### src/rtl/adc_seq_defines.svh
`ifndef ADC_SEQ_DEFINES_SVH
`define ADC_SEQ_DEFINES_SVH

// ----------------------------------------
// register offsets and reset values
// ----------------------------------------
`define ADDR_MODE 8'h00
`define ADDR_RESULT 8'h04
`define MODE_RESET 8'h00
`define RESULT_RESET 16'h0000
`define RDATA_NONE 16'h0000

// ----------------------------------------
// mode control field positions
// ----------------------------------------
`define BIT_RUN 7
`define BIT_ZERO 6
`define CLKSEL_LSB 3
`define MODESEL_LSB 1
`define BIT_CMP_EN 0
`define RESULT_PAD 6

// ----------------------------------------
// conversion clock divisors, select 0..7
// ----------------------------------------
`define DIV_SEL0 7'h40
`define DIV_SEL1 7'h20
`define DIV_SEL2 7'h10
`define DIV_SEL3 7'h08
`define DIV_SEL4 7'h06
`define DIV_SEL5 7'h05
`define DIV_SEL6 7'h04
`define DIV_SEL7 7'h02

// ----------------------------------------
// max start delay in system clocks
// ----------------------------------------
`define SDLY_SEL0 6'h3f
`define SDLY_SEL1 6'h1f
`define SDLY_SEL2 6'h0f
`define SDLY_SEL3 6'h07
`define SDLY_SEL4 6'h05
`define SDLY_SEL5 6'h04
`define SDLY_SEL6 6'h03
`define SDLY_SEL7 6'h01
`define SDLY_WAIT 6'h01

// ----------------------------------------
// conversion lengths in conversion clocks
// ----------------------------------------
`define CONV_CYC_M0 6'h13
`define SAMP_CYC_M0 6'h07
`define CONV_CYC_M1 6'h11
`define SAMP_CYC_M1 6'h05
`define RES8_SHORT 6'h02
`define STAB_FAD 6'h08

`endif

### src/rtl/adc_seq_pkg.sv
package adc_seq_pkg;

	typedef enum logic [1:0] {
		TRIG_SW = 2'b00,
		TRIG_HW_NOWAIT = 2'b10,
		TRIG_HW_WAIT = 2'b11
	} trig_mode_e;

	typedef enum logic [2:0] {
		ST_IDLE = 3'b000,
		ST_TRIG = 3'b001,
		ST_DELAY = 3'b010,
		ST_STAB = 3'b011,
		ST_CONV = 3'b100
	} seq_state_e;

	typedef struct packed {
		logic conversion_run_flag;
		logic bit6_zero;
		logic [2:0] conv_clock_select;
		logic [1:0] conv_mode_select;
		logic comparator_enable;
	} mode_reg_s;

	typedef struct packed {
		logic [7:0] addr;
		logic [15:0] wdata;
		logic wr;
		logic rd;
	} reg_req_s;

	typedef struct packed {
		logic comparator_enable;
		logic sample;
		logic active;
	} core_ctrl_s;

endpackage : adc_seq_pkg

### src/rtl/cycle_counter.sv
`timescale 1ns/1ps
module cycle_counter #(
	parameter int W = 6
) (
	input wire logic i_mclk,
	input wire logic i_reset,
	input wire logic i_load,
	input wire logic [W-1:0] i_value,
	input wire logic i_step,
	output logic [W-1:0] o_count,
	output logic o_zero
);
	logic [W-1:0] count_q;

	// load wins over a step in the same cycle
	always_ff @(posedge i_mclk or posedge i_reset) begin
		if (i_reset)
			count_q <= '0;
		else if (i_load)
			count_q <= i_value;
		else if (i_step && count_q != '0)
			count_q <= count_q - 1'b1;
	end

	assign o_count = count_q;
	assign o_zero = (count_q == '0);
endmodule : cycle_counter

### src/rtl/conv_clock_divider.sv
`timescale 1ns/1ps
`include "adc_seq_defines.svh"
module conv_clock_divider (
	input wire logic i_mclk,
	input wire logic i_reset,
	input wire logic i_restart,
	input wire logic [2:0] i_sel,
	output logic o_tick
);
	logic [5:0] cnt_q;
	logic [6:0] div;
	logic [5:0] last;

	always_comb begin
		unique case (i_sel)
			3'h0: div = `DIV_SEL0;
			3'h1: div = `DIV_SEL1;
			3'h2: div = `DIV_SEL2;
			3'h3: div = `DIV_SEL3;
			3'h4: div = `DIV_SEL4;
			3'h5: div = `DIV_SEL5;
			3'h6: div = `DIV_SEL6;
			3'h7: div = `DIV_SEL7;
		endcase
	end

	assign last = 6'(div - 7'h01);
	// not gated by restart: the restart itself depends on this tick
	assign o_tick = (cnt_q == last);

	// restart realigns the phase so a conversion starts on a full period
	always_ff @(posedge i_mclk or posedge i_reset) begin
		if (i_reset)
			cnt_q <= '0;
		else if (i_restart || cnt_q == last)
			cnt_q <= '0;
		else
			cnt_q <= cnt_q + 6'h01;
	end
endmodule : conv_clock_divider

### src/rtl/adc_conversion_sequencer.sv
// How it works
// - run and enable pick stop, standby, convert
// - software/no-wait: run set by write only
// - one-shot software/wait: run self-clears at end
// - one-shot no-wait: run stays set
// - wait mode: trigger sets run
// - start delay bounded per divider setting
// - sequential repeats skip delay and stabilization
// - select divides system clock 64 to 2
// - mode zero 19 clocks, mode one 17
// - eight-bit result two clocks shorter
// - start delay only before first conversion
// - done pulse at every conversion end
// - result in upper ten bits, low zero
//
// Added by the designer: the address-and-strobe port and the register offsets.
`timescale 1ns/1ps
`include "adc_seq_defines.svh"
module adc_conversion_sequencer
	import adc_seq_pkg::*;
(
	input wire logic i_mclk,
	input wire logic i_reset,
	input wire reg_req_s i_req,
	output logic [15:0] o_rdata,
	input wire trig_mode_e i_trig_mode,
	input wire logic i_one_shot,
	input wire logic i_res8,
	input wire logic i_hw_trigger,
	input wire logic [9:0] i_core_data,
	output core_ctrl_s o_core,
	output logic o_conversion_done_irq
);
	// ----------------------------------------
	// register state
	// ----------------------------------------
	logic run_q, run_d;
	logic cmp_en_q;
	logic [2:0] clk_sel_q;
	logic [1:0] mode_sel_q;
	logic [15:0] result_q;
	logic [15:0] rdata_q, rdata_d;
	logic irq_q;
	core_ctrl_s core_q, core_d;
	seq_state_e st_q, st_d;

	// ----------------------------------------
	// bus decode
	// ----------------------------------------
	mode_reg_s wmode;
	mode_reg_s rmode;
	wire wr_mode = i_req.wr && (i_req.addr == `ADDR_MODE);
	wire rd_mode = i_req.rd && (i_req.addr == `ADDR_MODE);
	wire rd_result = i_req.rd && (i_req.addr == `ADDR_RESULT);
	assign wmode = mode_reg_s'(i_req.wdata[7:0]);

	always_comb begin
		rmode = mode_reg_s'(`MODE_RESET);
		rmode.conversion_run_flag = run_q;
		rmode.conv_clock_select = clk_sel_q;
		rmode.conv_mode_select = mode_sel_q;
		rmode.comparator_enable = cmp_en_q;
	end

	assign rdata_d = rd_mode ? {8'h00, rmode} :
		rd_result ? result_q : `RDATA_NONE;

	// ----------------------------------------
	// run flag set and clear
	// ----------------------------------------
	wire conv_ok = run_q && cmp_en_q;
	wire is_wait = (i_trig_mode == TRIG_HW_WAIT);
	wire fad;
	wire dly_zero;
	wire conv_zero;
	wire [5:0] conv_cnt;
	wire done = (st_q == ST_CONV) && fad && conv_zero && conv_ok;

	// trigger only counts from standby in wait mode
	wire trig_set = (st_q == ST_IDLE) && is_wait && cmp_en_q && !run_q
		&& i_hw_trigger;
	// a write of one in wait mode is dropped, zero returns to standby
	wire sw_run = is_wait ? (run_q && wmode.conversion_run_flag)
		: wmode.conversion_run_flag;
	wire auto_clr = done && i_one_shot
		&& (i_trig_mode != TRIG_HW_NOWAIT);

	// hardware set beats a software clear in the same cycle
	assign run_d = trig_set ? 1'b1 : wr_mode ? sw_run :
		auto_clr ? 1'b0 : run_q;

	// ----------------------------------------
	// timing figures from the selections
	// ----------------------------------------
	logic [5:0] sdly;
	always_comb begin
		unique case (clk_sel_q)
			3'h0: sdly = `SDLY_SEL0;
			3'h1: sdly = `SDLY_SEL1;
			3'h2: sdly = `SDLY_SEL2;
			3'h3: sdly = `SDLY_SEL3;
			3'h4: sdly = `SDLY_SEL4;
			3'h5: sdly = `SDLY_SEL5;
			3'h6: sdly = `SDLY_SEL6;
			3'h7: sdly = `SDLY_SEL7;
		endcase
	end

	// low-voltage codes share the counts of the normal codes
	wire [5:0] conv_base = mode_sel_q[0] ? `CONV_CYC_M1 : `CONV_CYC_M0;
	wire [5:0] samp_len = mode_sel_q[0] ? `SAMP_CYC_M1 : `SAMP_CYC_M0;
	wire [5:0] conv_len = i_res8 ? 6'(conv_base - `RES8_SHORT)
		: conv_base;
	wire [5:0] conv_last = 6'(conv_len - 6'h01);
	wire [5:0] samp_edge = 6'(conv_last - samp_len);
	// idle and delay states together take sdly clocks
	wire sdly_direct = (sdly == 6'h01);
	wire [5:0] sdly_load = 6'(sdly - 6'h02);

	// ----------------------------------------
	// sequence control
	// ----------------------------------------
	logic [5:0] start_st;
	always_comb begin
		st_d = st_q;
		unique case (st_q)
			ST_IDLE: begin
				if (trig_set)
					st_d = ST_STAB;
				else if (conv_ok && i_trig_mode == TRIG_HW_NOWAIT)
					st_d = ST_TRIG;
				else if (conv_ok && i_trig_mode == TRIG_SW)
					st_d = sdly_direct ? ST_CONV : ST_DELAY;
			end
			ST_TRIG: begin
				if (i_hw_trigger)
					st_d = sdly_direct ? ST_CONV : ST_DELAY;
			end
			ST_DELAY: begin
				if (dly_zero)
					st_d = ST_CONV;
			end
			ST_STAB: begin
				if (fad && dly_zero)
					st_d = ST_CONV;
			end
			ST_CONV: begin
				if (done && i_one_shot)
					st_d = (i_trig_mode == TRIG_HW_NOWAIT) ?
						ST_TRIG : ST_IDLE;
			end
			default: st_d = ST_IDLE;
		endcase
		// a cleared run or enable stops any phase at once
		if (!conv_ok && st_q != ST_IDLE && !trig_set)
			st_d = ST_IDLE;
	end

	// repeats go straight back into conversion
	wire conv_enter = (st_d == ST_CONV) && ((st_q != ST_CONV)
		|| done);
	wire stab_enter = (st_d == ST_STAB) && (st_q != ST_STAB);
	wire dly_enter = (st_d == ST_DELAY) && (st_q != ST_DELAY);
	assign start_st = stab_enter ? 6'(`STAB_FAD - 6'h01) : sdly_load;

	// ----------------------------------------
	// counters and divider
	// ----------------------------------------
	conv_clock_divider u_div (
		.i_mclk(i_mclk),
		.i_reset(i_reset),
		.i_restart(conv_enter || stab_enter),
		.i_sel(clk_sel_q),
		.o_tick(fad)
	);

	cycle_counter #(.W(6)) u_dly (
		.i_mclk(i_mclk),
		.i_reset(i_reset),
		.i_load(dly_enter || stab_enter),
		.i_value(start_st),
		.i_step((st_q == ST_DELAY) || fad),
		.o_count(),
		.o_zero(dly_zero)
	);

	cycle_counter #(.W(6)) u_conv (
		.i_mclk(i_mclk),
		.i_reset(i_reset),
		.i_load(conv_enter),
		.i_value(conv_last),
		.i_step(fad),
		.o_count(conv_cnt),
		.o_zero(conv_zero)
	);

	// ----------------------------------------
	// core controls
	// ----------------------------------------
	always_comb begin
		core_d.comparator_enable = cmp_en_q;
		core_d.active = (st_q == ST_CONV);
		core_d.sample = (st_q == ST_CONV) && (conv_cnt > samp_edge);
	end

	// ----------------------------------------
	// registers
	// ----------------------------------------
	always_ff @(posedge i_mclk or posedge i_reset) begin
		if (i_reset) begin
			run_q <= 1'b0;
			cmp_en_q <= 1'b0;
			clk_sel_q <= 3'h0;
			mode_sel_q <= 2'h0;
		end else begin
			run_q <= run_d;
			// bit six is never stored so it always reads zero
			if (wr_mode) begin
				cmp_en_q <= wmode.comparator_enable;
				clk_sel_q <= wmode.conv_clock_select;
				mode_sel_q <= wmode.conv_mode_select;
			end
		end
	end

	always_ff @(posedge i_mclk or posedge i_reset) begin
		if (i_reset) begin
			st_q <= ST_IDLE;
			result_q <= `RESULT_RESET;
			irq_q <= 1'b0;
			rdata_q <= `RDATA_NONE;
			core_q <= '0;
		end else begin
			st_q <= st_d;
			if (done)
				result_q <= {i_core_data, `RESULT_PAD'h00};
			irq_q <= done;
			rdata_q <= rdata_d;
			core_q <= core_d;
		end
	end

	assign o_rdata = rdata_q;
	assign o_conversion_done_irq = irq_q;
	assign o_core = core_q;
endmodule : adc_conversion_sequencer

### config.mk
export PLATFORM = sky130hd
export DESIGN_NAME = adc_conversion_sequencer
export DESIGN_NICKNAME = d
export VERILOG_FILES = /design/src/rtl/adc_seq_pkg.sv /design/src/rtl/cycle_counter.sv /design/src/rtl/conv_clock_divider.sv /design/src/rtl/adc_conversion_sequencer.sv
export VERILOG_INCLUDE_DIRS = /design/src /design/src/rtl
export SDC_FILE = /design/constraint.sdc
export NUM_CORES = 1
export LEC_CHECK = 0
export ABC_AREA = 1
export BUFFER_PORTS_ARGS = -buffer_cell sky130_fd_sc_hd__buf_4
export CAP_MARGIN = 10
export CORE_UTILIZATION = 50
export CTS_BUF_LIST = sky130_fd_sc_hd__clkbuf_16
export DETAILED_ROUTE_END_ITERATION = 8
export PLACE_DENSITY = 0.78
export RECOVER_POWER = 100
export SYNTH_ARGS = -nofsm -noshare
export SYNTH_HDL_FRONTEND = slang
export SYNTH_SLANG_ARGS = --single-unit
### constraint.sdc
create_clock -name i_mclk -period 2.7 [get_ports i_mclk]
set_clock_uncertainty 0.1 [all_clocks]
set_input_delay 0 -clock i_mclk [delete_from_list [all_inputs] [get_ports i_mclk]]
set_output_delay 0 -clock i_mclk [all_outputs]
set_load 0.03 [all_outputs]
==> flow_metrics.py <==
metrics = {
    "sta": {
        "finalSetupViolations": 0,
        "grt_setup_unrepaired": "yes",
        "final.period_utilization_pct": 97.37,
        "worst_slew_pin_slew_ns": 0.9162,
        "whs_ns": 0.02274,
        "slew_violations": 0,
        "min_period_ns": 2.629,
        "fmax_mhz": 380.4,
        "timing.final.ws_setup_ns": 0.07101,
        "relSlewSlack_pct": 38.92,
        "hold_viol_final": 0,
    },
    "setup_path": {
        "cp.arrival_ns": 2.79,
        "reg2reg_depth": 18,
        "critical_path_class": "reg -> reg",
        "crit_required_ns": 2.87,
        "crit_slowest_cell": "dfrtp_1",
        "crit_top_cell": "nand2_2",
        "r2r_end": "u_dly.o_count[4]$_DFFE_PP0P_",
        "crit_fanout": 8,
        "startpoint_type": "flip-flop",
        "r2r_slack_ns": 0.07,
        "critical_path.endpoint_type": "flip-flop",
        "crit_path_max_incr_delay_ns": 0.38,
        "cp_cell_sequence": "buf_4 -> ha_2 -> nand2_2 -> ha_4 -> xnor2_1 -> nor2_1 -> nand3_1 -> inv_1 -> nand2_2 -> nor2_4 -> nand4_2 -> nand2_2 -> nand2_4 -> nand2_8 -> nand3_4 -> inv_6 -> nand2_1 -> nand2_1",
        "reg2reg_from": "clk_sel_q[0]$_DFFE_PP0P_",
    },
    "floorplanning": {
        "rows": 29,
        "dieWidth_um": 83.51,
        "ioPinCount": 63,
        "coreArea_um2": 6386,
        "fp.dieArea_um2": 6974,
        "die_h_um": 83.51,
        "initial_core_util_pct": 52.02,
    },
    "route": {
        "drc": 0,
        "drt_wl_total_um": 8048,
        "first_iter_violations": 252,
        "drt-vias-per-instance": 5.177,
        "wl_per_cell_um": 13.46,
        "drtAntennaViolNets": 0,
        "drt-pass1-iter-count": 4,
        "via_count": 3096,
    },
    "pwr": {
        "power_mw": 4.331,
        "p_leak_nw": 2.364,
        "p_per_area_nw_per_um2": 972.3,
        "irDropWorstVdd_mv": 0.7397,
    },
    "finish": {
        "mostFrequentLayoutCell": "nand2_1",
        "final_cell_mix": "105 x nand2_1, 58 x dfrtp_1, 54 x inv_1",
        "area_growth_syn_to_layout_pct": 34.09,
        "nFillCells": 487,
        "nNetsFinal": 573,
        "drive_gt1_share_pct": 21.88,
        "num_antenna_cells": 0,
    },
    "clock_tree": {
        "clkTransAtPathRegs_ns": 0.05,
        "clockBufferDepth": 2,
        "clockRootBuffer": "clkbuf_16",
        "h-tree-depth": 3,
        "clkSinkCount": 58,
        "clkLatencyLatePin_ns": 0.33,
        "numCtsBuffers": 9,
        "tritoncts": "built",
    },
    "hold_path": {
        "hp-class": "in -> reg",
        "worst_hold_startpoint": "i_res8",
        "hold_depth": 5,
        "whs_endpoint": "u_conv.o_count[1]$_DFFE_PP0P_",
    },
    "grt": {
        "gr-usage-all-layers_pct": 23.86,
        "grt_first_pass_wirelength_um": 13300,
        "grt_max_degree": 40,
        "overflow": 0,
        "grt_antenna_before_repair": 0,
        "grt_pass1_vias": 3011,
    },
    "synthesis": {
        "synth_area_um2": 3322,
        "synth_largest_area_cell": "dfrtp_1",
        "ys_ff_latch": 58,
        "ys_warn_count": 0,
        "ys_types": 39,
        "syn_inst": 420,
        "synth-seq-area-share_pct": 43.69,
        "syn_nets": 477,
        "synth_area_leaders": "dfrtp_1 44%, nand2_1 13%, inv_1 6.6%, ha_1 5.3%, nand3_1 5.3%",
        "synth_top_area_share_pct": 43.69,
        "synth.avg_cell_area_um2": 7.909,
    },
    "job": {
        "maxCapViolations": 0,
    },
    "place": {
        "place.port_buffers": 53,
        "gp_congestion": 0.8888,
        "dp_hpwl_um": 5289,
        "place_ws_ns": 0.002054,
    },
    "run_status": {
        "status": "finished clean",
    },
}
==> kinds of logic (layout without fill, tap and decap cells) <==
group	count (synthesis)	count (layout)	share of synthesized area (%)
compound gates	39	39	6.516
xor+xnor	14	14	3.691
fa+ha+maj	14	14	5.273
buf+inv	68	168	8.437
flops	58	58	43.69
other cells	1	1	0.1129
simple gates	226	227	32.28
==> final cells by class <==
cell class	count	area, um^2	share of cell area, %
Sequential cell	58	1451	32.58
Timing Repair Buffer	90	654.4	14.69
Tap cell	77	96.34	2.163
Inverter	62	240.2	5.393
Multi-Input combinational cell	295	1685	37.84
Clock buffer	9	225.2	5.056
Clock inverter	7	101.3	2.275
==> worst max-delay path by stage <==
| stage | slack (ns) | to | startpoint |
|---|---|---|---|
| floorplan | 0.18 | u_dly.o_count[3]$_DFFE_PP0P_ | clk_sel_q[1]$_DFFE_PP0P_ |
| global placement | 0.06 | u_dly.o_count[0]$_DFFE_PP0P_ | clk_sel_q[1]$_DFFE_PP0P_ |
| detailed placement | 0.002 | u_dly.o_count[2]$_DFFE_PP0P_ | clk_sel_q[1]$_DFFE_PP0P_ |
| CTS | 0.004 | u_dly.o_count[2]$_DFFE_PP0P_ | clk_sel_q[0]$_DFFE_PP0P_ |
| global route | -0.15 | u_dly.o_count[3]$_DFFE_PP0P_ | clk_sel_q[1]$_DFFE_PP0P_ |
| finish | 0.07 | u_dly.o_count[4]$_DFFE_PP0P_ | clk_sel_q[0]$_DFFE_PP0P_ |
==> stage by stage <==
| step | cell area (um^2) | util (%) | setup TNS [ns] | cells |
|---|---|---|---|---|
| finish | 4454 | 69.75 | 0 | 598 |
| CTS | 4443 | 69.57 | 0 | 595 |
| global placement | 3891 | 60.93 | 0 | 558 |
| floorplan | 3322 | - | 0 | 420 |
| global route | 4454 | 69.75 | -2.113 | 598 |
| detailed placement | 3891 | 60.93 | 0 | 558 |
==> synthesized netlist by cell type <==
| cell | number |
|---|---|
| inv_1 | 58 |
| or3_1 | 1 |
| dfrtp_1 | 58 |
| nor4_1 | 1 |
| nand3_4 | 2 |
| nor2_4 | 2 |
| nand4_2 | 2 |
| conb_1 | 1 |
| clkbuf_1 | 3 |
| ha_1 | 14 |
| inv_4 | 2 |
| nor2_2 | 1 |
| nor3b_1 | 1 |
| nand3b_1 | 5 |
| buf_8 | 1 |
| or4_1 | 2 |
| o22ai_1 | 2 |
| xor2_1 | 8 |
| nor4_2 | 1 |
| nor2_1 | 38 |
| o21ai_0 | 25 |
| o211ai_1 | 2 |
| nand2_4 | 4 |
| inv_2 | 2 |
| nand3b_4 | 1 |
| nand3_1 | 35 |
| o21ai_2 | 1 |
| nand4_1 | 3 |
| nand2_1 | 116 |
| a21oi_2 | 1 |
| buf_6 | 1 |
| nor3_1 | 6 |
| a21oi_1 | 6 |
| a21o_1 | 1 |
| xnor2_1 | 6 |
| buf_2 | 1 |
| o311ai_0 | 1 |
| or2_2 | 1 |
| nand2_2 | 4 |
==> metal layers <==
layer	up-vias	global-route usage (%)	share of wire [%]
met5	-	0	0
met4	0	10.02	1.3
met3	14	4.253	4.1
met2	75	41.21	52
met1	1477	29.52	43
li1	1530	-	-
==> worst max-delay path, delay by kind of cell, from the launching register on <==
family        cells  cell delay (ns)
flops             1             0.38
fa+ha+maj         2             0.41
buf+inv           3             0.36
xor+xnor          1             0.12
simple gates     12             1.20
==> sequential cells by signal (all words and copies together), names as in the netlist, 2 cells and up <==
register / count
o_rdata: 16
result_q: 10
u_conv.o_count: 6
u_div.cnt_q: 6
u_dly.o_count: 6
clk_sel_q: 3
o_core: 3
st_q: 3
mode_sel_q: 2
==> report_power, final <==
part / total [mW] / internal (mW) / switching [mW]
combinational: 1.85 / 0.707 / 1.14
sequential: 1.24 / 1.08 / 0.162
clock: 1.24 / 0.813 / 0.427
==> timing repair <==
action / 4_1_cts / 5_1_grt
setup endpoints to repair: 8 / 28
gates cloned: 1 / 0
setup buffers: 1 / 3
pin swaps: 2 / 10
endpoints found under the hold margin: 37 / 0
hold buffers: 19 / 0
resized for setup: 6 / 20
No activity file was read; power rests on OpenSTA's default activity.
